[config.mk]
export PLATFORM = sky130hd
export DESIGN_NAME = wdt_core
export DESIGN_NICKNAME = d
export VERILOG_FILES = /design/src/wdt_pkg.sv /design/src/wdt_core.sv /design/src/wdt_period_counter.sv /design/src/wdt_prescaler.sv
export SDC_FILE = /design/constraint.sdc
export NUM_CORES = 1
export LEC_CHECK = 0
export ABC_CLOCK_PERIOD_IN_PS = 3000
export BUFFER_PORTS_ARGS = -buffer_cell sky130_fd_sc_hd__buf_2
export CAP_MARGIN = 20
export CORE_ASPECT_RATIO = 0.7
export CORE_MARGIN = 1.5
export CORE_UTILIZATION = 55
export CTS_BUF_LIST = sky130_fd_sc_hd__clkbuf_2
export CTS_CLUSTER_DIAMETER = 30
export CTS_CLUSTER_SIZE = 8
export DETAILED_ROUTE_END_ITERATION = 16
export PLACE_DENSITY = 0.83
export SYNTH_ARGS = -nofsm -noshare
export SYNTH_HDL_FRONTEND = slang
export SYNTH_SLANG_ARGS = --single-unit
[constraint.sdc]
create_clock -name ref_clk -period 3 [get_ports ref_clk]
set_input_delay 0.3 -clock ref_clk [delete_from_list [all_inputs] [get_ports ref_clk]]
set_output_delay 0.3 -clock ref_clk [all_outputs]
set_load 0.02 [all_outputs]
[src/wdt_pkg.sv]
/*
  Shared constants for the watchdog timer with timer mode: the configuration
  register layout, its reset value, the period table and the timing figures.
  Assumes a single 200 MHz system clock.
*/
`default_nettype none
package wdt_pkg;
  localparam logic [7:0] cfg_offset     = 8'h91;   // Special-function address of watchdog_config
  localparam logic [7:0] cfg_reset      = 8'h00;
  localparam int         sel_hi         = 7;       // timeout_select field
  localparam int         sel_lo         = 4;
  localparam int         tovf_bit       = 3;       // timer_overflow_flag
  localparam int         mode_bit       = 2;       // timer_mode_select
  localparam int         expiry_bit     = 1;       // expiry_flag
  localparam int         restart_bit    = 0;
  localparam int         prescale_width = 14;
  localparam int         period_width   = 14;
  localparam int         clk_mhz        = 200;
  localparam int         tolerance_us   = 200;     // Allowed deviation of any timeout
  localparam int         tolerance_cyc  = tolerance_us * clk_mhz;
  localparam int         reset_pulse_cyc = 4;      // Processor reset pulse lasts one cycle more than this

  typedef enum logic [1:0] {
    seq_idle  = 2'b00,
    seq_armed = 2'b01
  } seq_t;

  // Start value of the period counter for each timeout_select code
  function automatic logic [13:0] period_start(input logic [3:0] code);
    case (code)
      4'h0:    period_start = 14'h3fff;
      4'h1:    period_start = 14'h3ffe;
      4'h2:    period_start = 14'h3ffd;
      4'h3:    period_start = 14'h3ffb;
      4'h4:    period_start = 14'h3ff4;
      4'h5:    period_start = 14'h3fe8;
      4'h6:    period_start = 14'h3fcf;
      4'h7:    period_start = 14'h3f86;
      4'h8:    period_start = 14'h3f49;
      4'h9:    period_start = 14'h3f0c;
      4'ha:    period_start = 14'h3e9e;
      4'hb:    period_start = 14'h3b3b;
      4'hc:    period_start = 14'h38d9;
      4'hd:    period_start = 14'h3677;
      4'he:    period_start = 14'h2364;
      default: period_start = 14'h0000;
    endcase
  endfunction
endpackage
`default_nettype wire

[src/wdt_core.sv]
/*
  Watchdog timer with timer mode, top level. Holds watchdog_config and the
  restart sequence, and drives the processor reset request.
  Assumes a single ref_clk, synchronous active-low resetn, and a simple
  special-function bus: sfr_addr, sfr_wr with sfr_wdata, sfr_rdata combined
  by the processor. The system reset does not clear the expiry flag, so the
  caller must route the watchdog's own reset through resetn only via
  por_resetn for that flag.
*/
// Overview of operation
// - Timeout counter uses 14-bit system-clock prescaler.
// - Watchdog mode: unrestarted overflow resets processor.
// - Timeout select lives in bits 7:4.
// - Sixteen codes map to fixed period values.
// - Code zero unsupported in timer mode.
// - Timeout may deviate about 200 us.
// - Timer mode expiry sets overflow flag, bit 3.
// - Bit 2 selects watchdog or plain timer.
// - Any mode-bit write clears the counter.
// - Bit 1 expiry flag; write one clears.
// - Restart needs write bit0 clear then set.
// - New timeout select applies only on restart.
// - Timer mode never resets nor interrupts.
`timescale 1ns/10ps
`default_nettype none
module wdt_core
  import wdt_pkg::*;
(
  input  wire logic       ref_clk,
  input  wire logic       resetn,
  input  wire logic       por_resetn,
  input  wire logic       peripheral_enable,
  input  wire logic [7:0] sfr_addr,
  input  wire logic       sfr_wr,
  input  wire logic [7:0] sfr_wdata,
  output logic      [7:0] sfr_rdata,
  output logic            cpu_reset_req
);
  logic [3:0] timeout_select;
  logic [3:0] active_select;
  logic       timer_mode_select;
  logic       timer_overflow_flag;
  logic       expiry_flag;
  seq_t       seq;
  logic [2:0] pulse_cnt;
  logic [3:0] next_timeout_select;
  logic [3:0] next_active_select;
  logic       next_timer_mode_select;
  logic       next_timer_overflow_flag;
  logic       next_expiry_flag;
  seq_t       next_seq;
  logic [2:0] next_pulse_cnt;
  logic [7:0] next_sfr_rdata;
  logic       next_cpu_reset_req;
  logic       cfg_wr;
  logic       restart;
  logic       clear_count;
  logic       tick;
  logic       expire;
  logic       running;

  assign cfg_wr = sfr_wr && (sfr_addr == cfg_offset);

  // Restart only on a set-bit write right after a clear-bit write
  assign restart     = cfg_wr && sfr_wdata[restart_bit] && (seq == seq_armed);
  assign clear_count = restart || cfg_wr;
  // Code zero in timer mode is refused: the counter is held idle
  assign running     = peripheral_enable && !(timer_mode_select && active_select == 4'h0);

  // Register, sequence and reset-request next values
  always_comb begin
    next_timeout_select      = timeout_select;
    next_active_select       = active_select;
    next_timer_mode_select   = timer_mode_select;
    next_timer_overflow_flag = timer_overflow_flag;
    next_expiry_flag         = expiry_flag;
    next_seq                 = seq;
    next_pulse_cnt           = pulse_cnt;
    next_cpu_reset_req       = 1'b0;
    if (cfg_wr) begin
      next_timeout_select    = sfr_wdata[sel_hi:sel_lo];
      next_timer_mode_select = sfr_wdata[mode_bit];
      next_seq               = sfr_wdata[restart_bit] ? seq_idle : seq_armed;
      if (sfr_wdata[expiry_bit]) begin
        next_expiry_flag = 1'b0;
      end
      if (sfr_wdata[tovf_bit]) begin
        next_timer_overflow_flag = 1'b0;
      end
    end
    if (restart) begin
      next_active_select = sfr_wdata[sel_hi:sel_lo];
    end
    // A same-cycle expiry wins over a clearing write
    if (expire && running) begin
      if (timer_mode_select) begin
        next_timer_overflow_flag = 1'b1;
      end else begin
        next_expiry_flag = 1'b1;
        next_pulse_cnt   = 3'(reset_pulse_cyc);
      end
    end else if (pulse_cnt != 3'h0) begin
      next_pulse_cnt = pulse_cnt - 3'h1;
    end
    if (pulse_cnt != 3'h0 || (expire && running && !timer_mode_select)) begin
      next_cpu_reset_req = 1'b1;
    end
    next_sfr_rdata = {next_timeout_select, next_timer_overflow_flag,
                      next_timer_mode_select, next_expiry_flag, 1'b0};
  end

  // Expiry flag lives on power-on reset only, so it tells the reset cause
  always_ff @(posedge ref_clk) begin
    if (!por_resetn) begin
      expiry_flag <= 1'b0;
    end else begin
      expiry_flag <= next_expiry_flag;
    end
  end

  always_ff @(posedge ref_clk) begin
    if (!resetn) begin
      timeout_select      <= cfg_reset[sel_hi:sel_lo];
      active_select       <= cfg_reset[sel_hi:sel_lo];
      timer_mode_select   <= cfg_reset[mode_bit];
      timer_overflow_flag <= cfg_reset[tovf_bit];
      seq                 <= seq_idle;
      pulse_cnt           <= 3'h0;
      cpu_reset_req       <= 1'b0;
      // Image keeps the expiry flag through a system reset so the cause stays visible
      sfr_rdata           <= {cfg_reset[7:2], expiry_flag && por_resetn, 1'b0};
    end else begin
      timeout_select      <= next_timeout_select;
      active_select       <= next_active_select;
      timer_mode_select   <= next_timer_mode_select;
      timer_overflow_flag <= next_timer_overflow_flag;
      seq                 <= next_seq;
      pulse_cnt           <= next_pulse_cnt;
      cpu_reset_req       <= next_cpu_reset_req;
      sfr_rdata           <= next_sfr_rdata;
    end
  end

  // Prescaler restarts with the counter so the jitter stays within one prescaler wrap
  wdt_prescaler #(
    .width(prescale_width)
  ) u_prescaler (
    .ref_clk(ref_clk),
    .resetn (resetn),
    .enable (running),
    .clear  (clear_count),
    .tick   (tick)
  );

  wdt_period_counter #(
    .width(period_width)
  ) u_period (
    .ref_clk(ref_clk),
    .resetn (resetn),
    .load   (clear_count),
    .start  (period_start(restart ? sfr_wdata[sel_hi:sel_lo] : active_select)),
    .tick   (tick),
    .expire (expire)
  );
endmodule
`default_nettype wire

[src/wdt_period_counter.sv]
/*
  Period counter: loads a start value and counts up on each prescaler tick;
  raises a one-cycle expire pulse when it wraps past all ones.
  Assumes load and tick come from the same clock.
*/
`timescale 1ns/10ps
`default_nettype none
module wdt_period_counter
  import wdt_pkg::*;
#(
  parameter int width = period_width
) (
  input  wire logic             ref_clk,
  input  wire logic             resetn,
  input  wire logic             load,
  input  wire logic [width-1:0] start,
  input  wire logic             tick,
  output logic                  expire
);
  logic [width-1:0] count;
  logic [width-1:0] next_count;
  logic             next_expire;

  // Reload on restart; wrap means the period has run out
  always_comb begin
    next_count  = count;
    next_expire = 1'b0;
    if (load) begin
      next_count = start;
    end else if (tick) begin
      next_count  = count + 1'b1;
      next_expire = &count;
      if (&count) begin
        next_count = start;   // Timer mode repeats with the same period
      end
    end
  end

  always_ff @(posedge ref_clk) begin
    if (!resetn) begin
      count  <= '0;
      expire <= 1'b0;
    end else begin
      count  <= next_count;
      expire <= next_expire;
    end
  end
endmodule
`default_nettype wire

[src/wdt_prescaler.sv]
/*
  14-bit gated prescaler giving one enable pulse per full wrap.
  Assumes ref_clk is the active system clock; clear restarts it.
*/
`timescale 1ns/10ps
`default_nettype none
module wdt_prescaler
  import wdt_pkg::*;
#(
  parameter int width = prescale_width
) (
  input  wire logic ref_clk,
  input  wire logic resetn,
  input  wire logic enable,
  input  wire logic clear,
  output logic      tick
);
  logic [width-1:0] count;
  logic [width-1:0] next_count;
  logic             next_tick;

  // Count while enabled, pulse on the wrap
  always_comb begin
    next_count = count;
    next_tick  = 1'b0;
    if (clear) begin
      next_count = '0;
    end else if (enable) begin
      next_count = count + 1'b1;
      next_tick  = &count;
    end
  end

  always_ff @(posedge ref_clk) begin
    if (!resetn) begin
      count <= '0;
      tick  <= 1'b0;
    end else begin
      count <= next_count;
      tick  <= next_tick;
    end
  end
endmodule
`default_nettype wire
# Word-level counts from Yosys, hierarchy flattened
# Memories as Yosys holds them, arrays and structs flattened.
# Index checks and enable logic that the tools add are counted.
totals:
  register_bits: 55
  mem_bits_ro: 224
  input_bits: 21
  out_inout_bits: 9
  word_cells: 66
  mem_count: 1
mem_list:
  columns: ["name", "depth", "width", "read_ports", "rd_ports_with_merged_regs", "wr", "line", "source"]
  rows:
  - ["(no name shown)", 16, 14, 1, 0, 0, "wdt_pkg.sv:30", "case (code)"]
op_classes:
  addsub: 3
  eq_ne: 3
  muxes: 20
  n_bitwise: 3
  n_reduce_logical: 22
op_table:
  columns: ["op", "n"]
  rows:
  - ["14-bit 2-to-1 mux", 3]
  - ["14-bit by 1-bit adder with 14-bit output (second input constant)", 2]
  - ["14-bit AND reduction", 2]
  - ["1-bit 2-to-1 mux", 11]
  - ["3-bit 2-to-1 mux", 3]
  - ["8-bit == test (second input constant)", 1]
  - ["1-bit logical AND", 8]
  - ["4-bit 2-to-1 mux", 2]
  - ["3-bit OR reduction", 2]
  - ["4-bit logical NOT", 1]
  - ["2-bit nonzero test", 2]
  - ["1-bit inverter", 3]
  - ["3-bit nonzero test", 1]
  - ["3-bit by 1-bit subtractor with 3-bit output (second input constant)", 1]
  - ["2-bit by 1-bit == test with 1-bit output (second input constant)", 1]
  - ["1-bit logical NOT", 2]
  - ["1-bit logical OR", 2]
  - ["2-bit 2-to-1 mux", 1]
  - ["2-bit inequality test (second input constant)", 1]
  - ["2-bit AND reduction", 1]
  - ["2-bit OR reduction", 1]

# Longest topological paths before layout
# An unclocked memory read counts as a cell.
depth:
  word_depth: 9
  depth_mapped: 11

# Cells and area by module
# A second synthesis with hierarchy kept.
hier_totals:
  cells_unflattened: 330
  area_unflattened_um2: 2783.9
by_module_without_submodules:
  columns: ["mod", "n_inst", "cells_per_inst", "area_each_um2"]
  rows:
  - ["wdt_core", 1, 143, 1209.9]
  - ["wdt_period_counter", 1, 113, 892.1]
  - ["wdt_prescaler", 1, 74, 681.9]

# Least setup slack after synthesis
# Ideal clock, no wire load.
synth_timing:
  path_kind: "input -> register"
  startpoint: "in sfr_addr[1]"
  endpoint: "reg u_period.count[2]"
  setup_time_ns: 0.117
  t_arrival_ns: 2.680
  t_required_ns: 2.883
  path_slack_ns: 0.203
  cell_stages: 9
  path_cell_list: "or3b_4 > nor4_4 > buf_2 > mux2i_1 > inv_1 > ha_1 > nor3_1 > a21oi_1 > a32o_1"
synth_between:
  elab_chain_len: 9
  word_cells_on_any_way: 11
  cone_classes: "eq/ne: 1; mux: 4; reduce/logical: 5; memory: 1"
synth_lines:
  columns: ["item", "line", "source"]
  rows:
  - ["from (decl)", "wdt_core.sv:33", "input wire logic [7:0] sfr_addr,"]
  - ["8-bit == test (*)", "wdt_core.sv:62", "assign cfg_wr = sfr_wr && (sfr_addr == cfg_offset);"]
  - ["1-bit logical AND (*)", "wdt_core.sv:62", null]
  - ["1-bit logical AND (2 in a row)", "wdt_core.sv:65", "assign restart = cfg_wr && sfr_wdata[restart_bit] && (seq == seq_armed);"]
  - ["4-bit 2-to-1 mux", null, null]
  - ["memory read 16 x 14 bit", null, null]
  - ["14-bit 2-to-1 mux", "wdt_period_counter.sv:33", "if (&count) begin"]
  - ["14-bit 2-to-1 mux", "wdt_period_counter.sv:30", "end else if (tick) begin"]
  - ["14-bit 2-to-1 mux", "wdt_period_counter.sv:28", "if (load) begin"]
  - ["to (signal assigned)", "wdt_period_counter.sv:44", "count <= next_count;"]
  - ["to (decl)", "wdt_period_counter.sv:20", "logic [width-1:0] count;"]
# Every way passes the cells marked *; elsewhere a longest branch is shown, timed or not. The select of a mux whose other input is x is not followed.
# A chain may end at the register's enable or synchronous reset.

# Worst setup path after layout
layout_timing:
  startpoint: "reg u_period.count[0]"
  endpoint: "reg u_period.count[8]"
layout_between:
  elab_chain_len: 4
  word_cells_on_any_way: 5
  cone_classes: "add/sub: 1; mux: 3; reduce/logical: 1"
layout_lines:
  columns: ["item", "line"]
  rows:
  - ["14-bit by 1-bit adder with 14-bit output or 14-bit AND reduction (tied branches)", "wdt_period_counter.sv:31, wdt_period_counter.sv:33"]
  - ["14-bit 2-to-1 mux (*)", "wdt_period_counter.sv:33"]
  - ["14-bit 2-to-1 mux (*)", "wdt_period_counter.sv:30"]
  - ["14-bit 2-to-1 mux (*)", "wdt_period_counter.sv:28"]
# Marks and branches as above.

==> flow_summary.json <==
{
  "ant_nets": 0,
  "synth_nets": 352,
  "synth_warnings": 0,
  "clk_latency_ps": 450,
  "fp.dieW_um": 86.47,
  "p_seq_share_pct": 64.1,
  "swShare_pct": 27.29,
  "grt_pass1_wl_um": 9411,
  "synth-main-ff-cell": "dfxtp_1",
  "post_cts_buffers": 0,
  "ctsHoldBuffers": 0,
  "dieArea_mm2": 0.005312,
  "hpwlAfterDp_um": 4474,
  "post_drt_wl_per_cell_um": 15.20,
  "synth.avg_cell_area_um2": 8.409,
  "die_h_um": 61.43,
  "worst_hold_slack_ps": 79.29,
  "synthXorXnorAreaFrac_pct": 5.550,
  "pin_count": 30,
  "place_congestion": 0.9061,
  "crit_fanout": 14,
  "setup_tns_ps": 0,
  "synth.most_common_cell": "dfxtp_1",
  "io_buffers": 28,
  "hold_path_class": "primary input to flop",
  "grt-ovfl-total": 0,
  "netlist_area_mm2": 0.002683,
  "synth.cells.most_frequent": "dfxtp_1 (47), nand2_1 (43), nor2_1 (26)",
  "rows": 21,
  "p_int_uw": 722.4,
  "num_antenna_cells": 0,
  "num_vias": 2424,
  "crit_type": "flop to flop",
  "drc_errors": 0,
  "vdd_drop_max_v": 0.0002503,
  "synth_compound_area_share_pct": 15.76,
  "syn2layout_area_growth_pct": 8.629,
  "power.share.clock_pct": 30.5,
  "grt_max_degree": 33,
  "synth.area.top_cells": "dfxtp_1 (35%), nand2_1 (6.0%), ha_1 (5.6%), mux2i_1 (4.9%), nor2_1 (3.6%)",
  "place_area_mm2": 0.002861,
  "ys_types": 56,
  "yosysSeqAreaShare_pct": 35.07,
  "cts-root-buf": "clkbuf_2",
  "stdcell_count": 402,
  "ys_ff_latch": 47,
  "cts_tree": "done",
  "fin_nets": 377,
  "maxCapViolations": 0,
  "setup_slack_ps": 612.7,
  "drt_iter0_drc": 221,
  "synth_top_area_share_pct": 35.07,
  "dp.cells": 394,
  "cp_common_cell": "nand4_1",
  "finalCriticalPeriod_ps": 2387,
  "cts_resized": 0,
  "pwr-share-comb_pct": 5.4,
  "crit_chain": "ha_1, nand4_1, nor4_2, nor2_1, nand4_1, o221ai_1, a31oi_1",
  "cp_slowest_cell": "nor2_1",
  "pre_cts_slack_ps": 361.0,
  "synth_edf_count": 0,
  "synthArstFlopShare_pct": 0,
  "fill_cells": 415,
  "rsz0062_at_grt": "no",
  "worst_pin_slew_ps": 974.5,
  "totalPowerFinal_uw": 993.6,
  "yosysTopAreaCell": "dfxtp_1",
  "drv_slew": 0,
  "setup_viol": 0,
  "crit_path_max_incr_delay_ps": 740,
  "yosys.area_share.simple_pct": 26.91,
  "cellLeakagePower_nw": 1.180,
  "drive_gt1_share_pct": 15.07,
  "clkSlewWorstSetupHoldPaths_ps": 280,
  "final_area_mm2": 0.002914,
  "cp.required_ps": 3350,
  "postRouteWirelength_um": 6110,
  "cts_made_buffers": 5,
  "skew_ps": 13.89,
  "synth_fa_ha_area_share_pct": 5.597,
  "crit_path_end_kind": "flop",
  "syn_inst": 319,
  "fmax_mhz": 418.9,
  "outcome": "finished, final reports clean",
  "worstPathArrival_ps": 2740,
  "floorplan.initialDensity_pct": 56.72,
  "power_density_mw_per_mm2": 341.0,
  "slew_headroom_pct": 34.80,
  "grt_usage_pct": 23.35,
  "hold_viol": 0,
  "muxShareOfSynthArea_pct": 6.670,
  "power.switching_uw": 271.1,
  "startpoint_type": "flop",
  "htreeDepth": 2,
  "final_util_pct": 61.61,
  "synth_top_family_by_area": "simple AND/OR/NAND/NOR gates",
  "first_pass_iters": 4,
  "coreArea_mm2": 0.004730,
  "avgViaCountPerCell": 6.030,
  "cts_sinks": 47,
  "antenna_found_initial": 0,
  "ctsLongestPathBuffers": 2,
  "first_global_vias": 1999,
  "period_share_pct": 79.58
}
-- final timing paths --
check / start / slack [ps] / cells past startpoint / end
max: u_period.count[0]$_SDFFE_PN0P_ / 610 / 7 / u_period.count[8]$_SDFFE_PN0P_
min: por_resetn / 80 / 2 / expiry_flag$_SDFF_PN0_
max reg2reg: u_period.count[0]$_SDFFE_PN0P_ / 610 / 7 / u_period.count[8]$_SDFFE_PN0P_
min reg2reg: u_period.count[9]$_SDFFE_PN0P_ / 480 / 2 / u_period.count[9]$_SDFFE_PN0P_
-- layer usage --
metal  part of all wire, %  global-route usage, %  wire [um]
met3                   7.5                  4.960        461
met4                  0.90                  6.221         55
met2                    45                  36.16       2729
met5                     0                      0          0
met1                    47                  33.44       2864
-- registers in the layout, indices dropped and copies added, names as in the netlist --
signal and flops:
active_select 4, cpu_reset_req 1, expiry_flag 1, pulse_cnt 3
seq 1, sfr_rdata 7, u_period.count 14, u_period.expire 1
u_prescaler.count 14, u_prescaler.tick 1
-- area by class of cell --
class                   instances  area (um^2)  share of cell area [%]
well taps                      57        71.32                   2.447
flip-flops and latches         47        940.9                   32.29
repair buffers                 34        185.2                   6.355
clock buffers                   5        25.02                  0.8587
clock inverters                 3        27.53                  0.9446
inverters                      10        37.54                   1.288
multi-input cells             246         1627                   55.82
-- critical path: cells and delay by family (launching register included) --
family          cells  cell delay, ps
flops               1             420
compound gates      2             380
simple gates        4            1220
fa+ha+maj           1             260
-- cells in the final DEF (no fill, tap or decap), types with 3 or more instances in the layout --
cell | netlist | layout
dfxtp_1 | 47 | 47
nand2_1 | 43 | 43
buf_2 | 2 | 28
nor2_1 | 26 | 26
mux2i_1 | 13 | 13
a21oi_1 | 13 | 13
nand3_1 | 12 | 12
ha_1 | 12 | 12
xor2_1 | 11 | 11
inv_1 | 10 | 10
o21ai_0 | 9 | 9
nor2b_1 | 9 | 9
nor3_1 | 8 | 8
and2_1 | 8 | 8
nand4_1 | 8 | 8
and3_1 | 7 | 7
a21boi_0 | 6 | 6
xnor2_1 | 6 | 6
buf_4 | 4 | 6
clkbuf_2 | 0 | 5
nor4_1 | 4 | 4
and4_1 | 4 | 4
or2_2 | 3 | 3
o211ai_1 | 3 | 3
a32o_1 | 3 | 3
-- power by group through the flow --
stage	sequential, mW	combinational (mW)	clock, mW
6_report	0.637	0.0532	0.303
3_5_place_dp	0.648	0.0528	0
5_1_grt	0.639	0.0603	0.331
3_3_place_gp	0.648	0.0514	0
2_1_floorplan	0.647	0.0315	0
4_1_cts	0.637	0.0529	0.305
-- kinds of logic (layout without fill, tap and decap cells) --
logic type	count (synthesis)	after routing
compound gates	59	59
xor+xnor	17	17
fa+ha+maj	12	12
buf+inv	26	52
flops	47	47
mux	17	17
other cells	1	1
simple gates	140	140
No activity file was read; power rests on OpenSTA's default activity.
